--- config.mk ---
export PLATFORM = sky130hd
export DESIGN_NAME = rcw_top
export DESIGN_NICKNAME = d
export VERILOG_FILES = /design/src/rcw_pkg.sv /design/src/rcw_prescaler.sv /design/src/rcw_top.sv
export SDC_FILE = /design/constraint.sdc
export NUM_CORES = 1
export LEC_CHECK = 0
export BUFFER_PORTS_ARGS = -buffer_cell sky130_fd_sc_hd__buf_4
export CORE_UTILIZATION = 56
export DETAILED_ROUTE_END_ITERATION = 8
export GPL_TIMING_DRIVEN = 0
export PLACE_DENSITY = 0.78
export SETUP_SLACK_MARGIN = 0.4
export SYNTH_ARGS = -nofsm -noshare
export SYNTH_HDL_FRONTEND = slang
export SYNTH_SLANG_ARGS = --single-unit
--- constraint.sdc ---
create_clock -name sys_clk -period 2.23 [get_ports sys_clk]
set_input_delay 0.3345 -clock sys_clk [delete_from_list [all_inputs] [get_ports sys_clk]]
set_output_delay 0.3345 -clock sys_clk [all_outputs]
set_load 0.02 [all_outputs]
--- src/rcw_pkg.sv ---
// constants and carrier types of the runaway code watchdog
package rcw_pkg;

	////////////////////////////////////////////////////////////////////////
	// register map
	localparam logic [15:0] RCW_CLR_PORT_ADDR = 16'hFFFF;
	localparam logic [15:0] RCW_CFG_ADDR      = 16'h001F;
	localparam logic [15:0] RCW_CAUSE_ADDR    = 16'h0001;

	// configuration register fields
	localparam int          RCW_CFG_DIS_BIT    = 0;
	localparam int          RCW_CFG_RATE_BIT   = 1;
	localparam int          RCW_CFG_STOPEN_BIT = 2;
	localparam logic [7:0]  RCW_CFG_RESET      = 8'h00;

	// reset cause register fields
	localparam int          RCW_CAUSE_WDG_BIT   = 0;
	localparam int          RCW_CAUSE_ILL_BIT   = 1;
	localparam int          RCW_CAUSE_OFF_BIT   = 2;
	localparam int          RCW_CAUSE_PULSE_BIT = 3;
	localparam logic [1:0]  RCW_CAUSE_RESET     = 2'h0;

	////////////////////////////////////////////////////////////////////////
	// counter chain
	localparam int          RCW_PRE_W       = 12;
	localparam int          RCW_CNT_W       = 6;
	localparam int          RCW_LONG_TAP    = 12;
	localparam int          RCW_SHORT_TAP   = 7;
	localparam int          RCW_CLR_LO_BIT  = 4;
	localparam logic [17:0] RCW_LONG_LIMIT  = 18'h3FFF0;
	localparam logic [17:0] RCW_SHORT_LIMIT = 18'h01FF0;

	// counts of oscillator cycles
	localparam int          RCW_POR_CLEAR_CYCLES = 4096;
	localparam int          RCW_RST_PULSE_CYCLES = 32;

	////////////////////////////////////////////////////////////////////////
	// carriers
	typedef struct packed {
		logic [15:0] addr;
		logic [7:0]  wdata;
		logic        wr;
		logic        rd;
	} rcw_bus_req_t;

	typedef struct packed {
		logic stop_exec;
		logic stop_mode;
		logic vector_fetch;
		logic int_reset;
		logic monitor_entry;
		logic monitor_mode;
		logic break_active;
	} rcw_mode_t;

	typedef struct packed {
		logic irq_vtst;
		logic rst_vtst;
	} rcw_pins_t;

endpackage

--- src/rcw_prescaler.sv ---
// oscillator prescaler with whole and upper-stage clears
`timescale 1ns/10ps
module rcw_prescaler #(
	parameter int W     = 12,
	parameter int CLR_LO = 4
) (
	// clock and reset
	input  wire logic         sys_clk,
	input  wire logic         rst,
	// control
	input  wire logic         tick,
	input  wire logic         clr_all,
	input  wire logic         clr_hi,
	// state
	output logic [W-1:0]      q
);

	localparam logic [W-1:0] HI_MASK = {W{1'b1}} << CLR_LO;

	initial begin
		if (W < 2 || CLR_LO < 1 || CLR_LO >= W) begin
			$error("rcw_prescaler: bad width or clear boundary");
		end
	end

	logic [W-1:0] nxt_q;

	always_comb begin
		nxt_q = q + {{(W-1){1'b0}}, tick};
		if (clr_hi) begin
			nxt_q = nxt_q & ~HI_MASK;
		end
	end

	always_ff @(posedge sys_clk) begin
		if (rst || clr_all) begin
			q <= '0;
		end else begin
			q <= nxt_q;
		end
	end

endmodule // rcw_prescaler

--- src/rcw_top.sv ---
// runaway code watchdog: prescaler, counter, reset pulse and registers
//
// Summary of operation
// - 6-bit counter fed by 12-bit oscillator prescaler
// - overflow raises system reset, two timeouts
// - any write to FFFF clears counter, upper prescaler stages
// - reset drives pin low 32 cycles, flags cause
// - read of FFFF returns vector low byte
// - stop instruction clears whole prescaler
// - prescaler cleared 4096 cycles after power-up
// - internal reset clears prescaler and counter
// - reset vector fetch clears the prescaler
// - disable and rate follow configuration bits live
// - disable bit one means no watchdog reset
// - rate bit one picks shorter timeout
// - test-voltage monitor entry disables while voltage stays
// - blank-vector monitor entry disables until power-on
// - break with test voltage on reset disables
// - counting continues in wait mode
// - stop mode gates clock, clears prescaler
// - disallowed stop instruction gives illegal opcode reset
// - never raises a cpu interrupt request
`timescale 1ns/10ps
module rcw_top #(
	parameter int OSC_DIV = 1
) (
	// clock and reset
	input  wire logic               sys_clk,
	input  wire logic               rst,
	// register port
	input  rcw_pkg::rcw_bus_req_t   bus_req,
	input  wire logic [7:0]         reset_vector_lo,
	output logic [7:0]              rd_data_ff,
	// cpu modes and events
	input  rcw_pkg::rcw_mode_t      mode,
	// pins seen at test voltage
	input  rcw_pkg::rcw_pins_t      vtst_pins,
	// resets out
	output logic                    sys_reset_ff,
	output logic                    illegal_reset_ff,
	output logic                    rst_pin_o_n_ff,
	output logic                    rst_pin_oe_ff,
	// live configuration
	output logic                    watchdog_disable_cfg_ff,
	output logic                    watchdog_rate_select_ff
);
	import rcw_pkg::*;

	initial begin
		if (OSC_DIV < 1 || OSC_DIV > 65535) begin
			$error("rcw_top: OSC_DIV out of range");
		end
	end

	////////////////////////////////////////////////////////////////////////
	// oscillator rate as an enable
	logic [15:0] osc_div_ff;
	logic        osc_tick_ff;

	always_ff @(posedge sys_clk) begin
		if (rst) begin
			osc_div_ff  <= 16'h0000;
			osc_tick_ff <= 1'b0;
		end else if (osc_div_ff == 16'(OSC_DIV - 1)) begin
			osc_div_ff  <= 16'h0000;
			osc_tick_ff <= 1'b1;
		end else begin
			osc_div_ff  <= osc_div_ff + 16'h0001;
			osc_tick_ff <= 1'b0;
		end
	end

	////////////////////////////////////////////////////////////////////////
	// pin synchronisers
	logic [1:0] irq_sync_ff;
	logic [1:0] rstp_sync_ff;
	logic       irq_vtst;
	logic       rstp_vtst;

	always_ff @(posedge sys_clk) begin
		if (rst) begin
			irq_sync_ff  <= 2'h0;
			rstp_sync_ff <= 2'h0;
		end else begin
			irq_sync_ff  <= {irq_sync_ff[0], vtst_pins.irq_vtst};
			rstp_sync_ff <= {rstp_sync_ff[0], vtst_pins.rst_vtst};
		end
	end

	assign irq_vtst  = irq_sync_ff[1];
	assign rstp_vtst = rstp_sync_ff[1];

	////////////////////////////////////////////////////////////////////////
	// register decode
	logic clr_port_wr;
	logic clr_port_rd;
	logic cfg_wr;
	logic cause_rd;

	assign clr_port_wr = bus_req.wr && bus_req.addr == RCW_CLR_PORT_ADDR;
	assign clr_port_rd = bus_req.rd && bus_req.addr == RCW_CLR_PORT_ADDR;
	assign cfg_wr      = bus_req.wr && bus_req.addr == RCW_CFG_ADDR;
	assign cause_rd    = bus_req.rd && bus_req.addr == RCW_CAUSE_ADDR;

	////////////////////////////////////////////////////////////////////////
	// write-once configuration
	logic [7:0] cfg_ff;
	logic       cfg_locked_ff;
	logic       pulse_active_ff;
	logic       internal_rst;

	// any reset re-opens the one write
	assign internal_rst = mode.int_reset || pulse_active_ff || illegal_reset_ff;

	always_ff @(posedge sys_clk) begin
		if (rst || internal_rst) begin
			cfg_ff        <= RCW_CFG_RESET;
			cfg_locked_ff <= 1'b0;
		end else if (cfg_wr && !cfg_locked_ff) begin
			cfg_ff        <= bus_req.wdata;
			cfg_locked_ff <= 1'b1;
		end
	end

	always_ff @(posedge sys_clk) begin
		if (rst) begin
			watchdog_disable_cfg_ff <= 1'b0;
			watchdog_rate_select_ff <= 1'b0;
		end else begin
			watchdog_disable_cfg_ff <= cfg_ff[RCW_CFG_DIS_BIT];
			watchdog_rate_select_ff <= cfg_ff[RCW_CFG_RATE_BIT];
		end
	end

	////////////////////////////////////////////////////////////////////////
	// monitor and break disables
	logic mon_vtst_entry_ff;
	logic blank_mon_off_ff;
	logic wdg_off;

	always_ff @(posedge sys_clk) begin
		if (rst) begin
			mon_vtst_entry_ff <= 1'b0;
		end else if (mode.monitor_entry) begin
			mon_vtst_entry_ff <= irq_vtst;
		end
	end

	// only power-on reset releases this one
	always_ff @(posedge sys_clk) begin
		if (rst) begin
			blank_mon_off_ff <= 1'b0;
		end else if (mode.monitor_entry && !irq_vtst) begin
			blank_mon_off_ff <= 1'b1;
		end
	end

	assign wdg_off = watchdog_disable_cfg_ff
		|| (mode.monitor_mode && mon_vtst_entry_ff && (irq_vtst || rstp_vtst))
		|| blank_mon_off_ff
		|| (mode.break_active && rstp_vtst);

	////////////////////////////////////////////////////////////////////////
	// power-on prescaler clear
	logic [12:0] por_cnt_ff;
	logic        por_clear_ff;

	always_ff @(posedge sys_clk) begin
		if (rst) begin
			por_cnt_ff   <= 13'h0000;
			por_clear_ff <= 1'b0;
		end else begin
			por_clear_ff <= 1'b0;
			if (osc_tick_ff && por_cnt_ff != 13'(RCW_POR_CLEAR_CYCLES)) begin
				por_cnt_ff <= por_cnt_ff + 13'h0001;
				if (por_cnt_ff == 13'(RCW_POR_CLEAR_CYCLES - 1)) begin
					por_clear_ff <= 1'b1;
				end
			end
		end
	end

	////////////////////////////////////////////////////////////////////////
	// prescaler and counter
	logic                 stop_ok;
	logic                 cnt_tick;
	logic                 pre_clr_all;
	logic [RCW_PRE_W-1:0] pre_q;
	logic [RCW_CNT_W-1:0] cnt_ff;
	logic                 tap_carry;
	logic [17:0]          elapsed;
	logic [17:0]          limit_m1;
	logic                 timeout;

	assign stop_ok  = cfg_ff[RCW_CFG_STOPEN_BIT];
	// wait mode does not gate the clock, only stop does
	assign cnt_tick = osc_tick_ff && !mode.stop_mode;

	assign pre_clr_all = internal_rst
		|| (mode.stop_exec && stop_ok)
		|| mode.stop_mode
		|| por_clear_ff
		|| mode.vector_fetch
		|| wdg_off;

	rcw_prescaler #(
		.W      (RCW_PRE_W),
		.CLR_LO (RCW_CLR_LO_BIT)
	) u_pre (
		.sys_clk (sys_clk),
		.rst     (rst),
		.tick    (cnt_tick),
		.clr_all (pre_clr_all),
		.clr_hi  (clr_port_wr),
		.q       (pre_q)
	);

	// carry out of the tap selected by the rate bit
	assign tap_carry = cnt_tick && (watchdog_rate_select_ff
		? &pre_q[RCW_SHORT_TAP-1:0] : &pre_q[RCW_LONG_TAP-1:0]);

	assign elapsed  = watchdog_rate_select_ff
		? {5'h00, cnt_ff, pre_q[RCW_SHORT_TAP-1:0]} : {cnt_ff, pre_q};
	assign limit_m1 = (watchdog_rate_select_ff ? RCW_SHORT_LIMIT : RCW_LONG_LIMIT) - 18'h00001;
	assign timeout  = cnt_tick && !wdg_off && !pulse_active_ff && elapsed == limit_m1;

	always_ff @(posedge sys_clk) begin
		if (rst || internal_rst || clr_port_wr || wdg_off) begin
			cnt_ff <= '0;
		end else if (tap_carry) begin
			cnt_ff <= cnt_ff + 6'h01;
		end
	end

	////////////////////////////////////////////////////////////////////////
	// reset pulse on the pin
	logic [5:0] pulse_cnt_ff;

	always_ff @(posedge sys_clk) begin
		if (rst) begin
			pulse_active_ff <= 1'b0;
			pulse_cnt_ff    <= 6'h00;
			rst_pin_o_n_ff  <= 1'b1;
			rst_pin_oe_ff   <= 1'b0;
			sys_reset_ff    <= 1'b0;
		end else if (timeout) begin
			pulse_active_ff <= 1'b1;
			pulse_cnt_ff    <= 6'h00;
			rst_pin_o_n_ff  <= 1'b0;
			rst_pin_oe_ff   <= 1'b1;
			sys_reset_ff    <= 1'b1;
		end else if (pulse_active_ff && osc_tick_ff) begin
			if (pulse_cnt_ff == 6'(RCW_RST_PULSE_CYCLES - 1)) begin
				pulse_active_ff <= 1'b0;
				rst_pin_o_n_ff  <= 1'b1;
				rst_pin_oe_ff   <= 1'b0;
				sys_reset_ff    <= 1'b0;
			end
			pulse_cnt_ff <= pulse_cnt_ff + 6'h01;
		end
	end

	////////////////////////////////////////////////////////////////////////
	// illegal stop instruction
	always_ff @(posedge sys_clk) begin
		if (rst) begin
			illegal_reset_ff <= 1'b0;
		end else begin
			illegal_reset_ff <= mode.stop_exec && !stop_ok;
		end
	end

	////////////////////////////////////////////////////////////////////////
	// reset cause register, set beats read-clear
	logic [1:0] cause_ff;

	always_ff @(posedge sys_clk) begin
		if (rst) begin
			cause_ff <= RCW_CAUSE_RESET;
		end else begin
			cause_ff[RCW_CAUSE_WDG_BIT] <= timeout
				|| (cause_ff[RCW_CAUSE_WDG_BIT] && !cause_rd);
			cause_ff[RCW_CAUSE_ILL_BIT] <= (mode.stop_exec && !stop_ok)
				|| (cause_ff[RCW_CAUSE_ILL_BIT] && !cause_rd);
		end
	end

	////////////////////////////////////////////////////////////////////////
	// read data, one cycle after the strobe
	always_ff @(posedge sys_clk) begin
		if (rst) begin
			rd_data_ff <= 8'h00;
		end else if (clr_port_rd) begin
			rd_data_ff <= reset_vector_lo;
		end else if (cause_rd) begin
			rd_data_ff <= {4'h0, pulse_active_ff, wdg_off, cause_ff};
		end else if (bus_req.rd && bus_req.addr == RCW_CFG_ADDR) begin
			rd_data_ff <= cfg_ff;
		end else begin
			rd_data_ff <= 8'h00;
		end
	end
endmodule // rcw_top

==> run metrics <==
internal power=2.22 mW; WL/cell=14.3 um; antenna-violating nets left=0; Design Power=2.82 mW; CP endpoint kind=flip-flop; number of global-route vias before repair=3118; RSZ-0062 raised after global routing=true; failing checks=design-rule violations; status=complete, but fails checks; first-pass GRT wire length=14100 um; Worst Path Required=2510 ps; clk_lat worst skew=350 ps; clk buf depth=2; register share of total power=54.2%; die area=0.00706 sq mm; Final setup viols=0; CTS buffer count=9; Worst Hold Class=input port to flip-flop; Synth Instances=433; CTS tree=yes; Worst-Margin Slew=728 ps; Hold Path End=rstp_sync_ff[0]$_SDFF_PP0_; Final Instance Area=0.00479 sq mm; Total Routing Usage GR=25.1%; hold depth=2; Hold Buf Count CTS=0; fin util=74.6%; Worst R2R End=cnt_ff[3]$_SDFFE_PP0P_; chip width=84.0 um; WL final=8540 um; Worst Path Class, Setup=flip-flop to flip-flop; simple-gate share of the synthesized area=28.4%; post-route minimum period=1790 ps; I/O Pins=59; Clock Pin Slew Worst Setup and Hold Paths=80 ps; Max IR drop VDD=0.395 mV; register area share after synthesis=45.2%; hpwl dp=5990 um; Hold WS=187 ps; DR vias=3416; Placeable Area=0.00642 sq mm; Async S/R FF share, synth=0%; #FFs+latches synth=85; Avg Synthesized Cell Area=8.69 sq um; largest family of logic cells by synthesized area=simple AND/OR/NAND/NOR gates; I/O Buffers=57; Area after DPL=0.00431 sq mm; Vias/cell=5.72; Final Wtd Congestion=0.853; fin crit share=80.4%; Final Skew=6.36 ps; fin nets=570; sw frac=21.2%; CTS root buf=clkbuf_8; Crit Reg-Reg Startpoint=watchdog_rate_select_ff$_SDFF_PP0_; Num Clock Sinks=85; hold path startpoint=vtst_pins[0]; number of flops mapped to enable cells by yosys=0; Max Cap Violations=0; Relative slew margins=51.1%; mux cell area share after synthesis=0.798%; router iterations before antenna repair=7; Max FO, Critical Path=8; H-tree depth=3; post-synth net total=486; Max Transition Viols Final=0; synth-to-layout area growth=27.3%; DR iter-0 viols=157; Clk pwr share=40.3%; die height=84.0 um; most frequently used flop master after synthesis=dfxtp_1; starting density of the core=58.6%; Adder-Cell Fraction of Synth Area=2.66%; Lkg Pwr=1.72 nW; power per cell area=589 mW/mm^2; Netlist cell types=43; # diodes=0; Logic pwr share=5.5%; grt ovf=0; switching power=0.598 mW; Ys Warns=0; initial antenna violation count=0; Compound-Gate Fraction of Synth Area=10.5%; Post-route DRC=5; XOR/XNOR Fraction of Synth Area=8.61%; num rows=29; critical path launch point type=flip-flop; Fin. Hold Viols=0; flop2flop setup slack=440 ps; largest net degree at the start of global routing=14; Fmax achieved=558 MHz; Crit path arrival time=2080 ps; Syn Std Cell Area=0.00376 sq mm; r2r worst-path depth=5; share of cells above drive strength 1=26.0%
## how the worst max path moves through the flow
stage | startpoint | end | slack (ps) | cells past startpoint
6_report | watchdog_rate_select_ff$_SDFF_PP0_ | cnt_ff[3]$_SDFFE_PP0P_ | 440 | 5
5_1_grt | watchdog_rate_select_ff$_SDFF_PP0_ | cnt_ff[3]$_SDFFE_PP0P_ | 370 | 5
3_5_place_dp | bus_req[19] | rd_data_ff[2]$_SDFF_PP0_ | 80 | 7
4_1_cts | osc_tick_ff$_SDFF_PP0_ | rst_pin_o_n_ff$_SDFFE_PP1P_ | 380 | 5
2_1_floorplan | u_pre.q[8]$_SDFF_PP0_ | rst_pin_o_n_ff$_SDFFE_PP1P_ | 400 | 5
3_3_place_gp | bus_req[14] | u_pre.q[7]$_SDFF_PP0_ | -350 | 6
## state kept, by name (all words and copies together), names as in the netlist, 2 cells and up
register	cells
osc_div_ff	16
por_cnt_ff	13
u_pre.q	12
cfg_ff	8
rd_data_ff	8
cnt_ff	6
pulse_cnt_ff	6
cause_ff	2
irq_sync_ff	2
rstp_sync_ff	2
## critical path, cell delays in order, from the launching register on
cell	delay (ps)
dfxtp_4	390
o211ai_1	140
or3_4	400
buf_6	140
or4_1	500
a21oi_1	150
## cells by family after synthesis
group | Yosys count
flops | 85
mux | 3
fa+ha+maj | 8
buf+inv | 36
compound gates | 62
simple gates | 202
xor+xnor | 37
## cell type report
cell class,instances,area [sq um]
Sequential cell,85,1740
Timing Repair Buffer,73,548
Buffer,18,90.1
Fill cell,486,1630
Multi-Input combinational cell,312,2050
Clock buffer,10,128
Tap cell,77,96.3
Inverter,18,67.6
Clock inverter,4,75.1
## power groups by stage
stage	clock network [mW]	registers [mW]	logic, mW
after CTS	1.15	1.54	0.152
after detailed placement	0	1.58	0.143
after global placement	0	1.58	0.140
after global routing	1.21	1.53	0.172
final	1.14	1.53	0.156
after floorplan	0	1.57	0.0591
## per-stage QoR
step / TNS, ps / cells / worst slack (ps)
2_1_floorplan: 0 / 433 / 405
3_3_place_gp: -2750 / 567 / -350
3_5_place_dp: 0 / 567 / 79.8
4_1_cts: 0 / 587 / 379
5_1_grt: 0 / 597 / 373
6_report: 0 / 597 / 437
## timing repair
action                     in CTS  in global routing
gates resized for setup        18                 27
setup buffers                   6                 10
pin swaps                       4                  8
hold endpoints to repair        0                  0
setup endpoints to repair      33                 45
## placed cells by master, fill, tap and decap left out, types with 3 or more instances in the layout
cell and count:
nor4_1 11, nand2_1 22, clkbuf_8 9, ha_1 8
nor3_1 8, dfxtp_1 74, nor4b_1 4, mux2i_1 3
a31oi_1 5, or4_1 6, nor2_1 45, o21ai_0 9
clkbuf_1 12, or2_2 4, nor3b_1 3, and4_1 5
xnor2_1 22, inv_1 18, nand3_1 42, dfxtp_4 9
a31o_2 5, xor2_1 15, a21oi_1 25, o31ai_1 6
nor2b_1 6, buf_4 74, nor3_2 6, or4_4 4
and3_1 4, clkbuf_2 3, nand4_1 16
## synth_stat cells (all sizes together) (3+ instances only)
library cell	instances	share of area, %
a21oi	26	3.5
a31o	5	1.2
a31oi	5	0.83
and3	4	0.66
and4	6	1.4
buf	4	0.56
clkbuf	14	1.4
dfxtp	85	45
ha	8	2.7
inv	18	1.8
mux2i	3	0.80
nand2	24	2.4
nand3	43	5.7
nand4	16	2.7
nor2	45	4.5
nor2b	6	1.0
nor3	14	1.9
nor3b	3	0.60
nor4	13	2.2
nor4b	5	1.2
o21ai	9	1.2
o31ai	6	1.2
or2	4	0.66
or3	3	0.50
or4	10	2.1
xnor2	22	5.1
xor2	15	3.5
## per-layer routing
metal / global-route usage [%] / vias up / share of wire [%]
li1: - / 1723 / -
met5: 0 / - / 0
met3: 3.26 / 13 / 4.6
met1: 32.7 / 1595 / 45
met4: 10.8 / 0 / 1.8
met2: 41.7 / 85 / 49
Note: power is estimated with default switching activity, not from simulation.
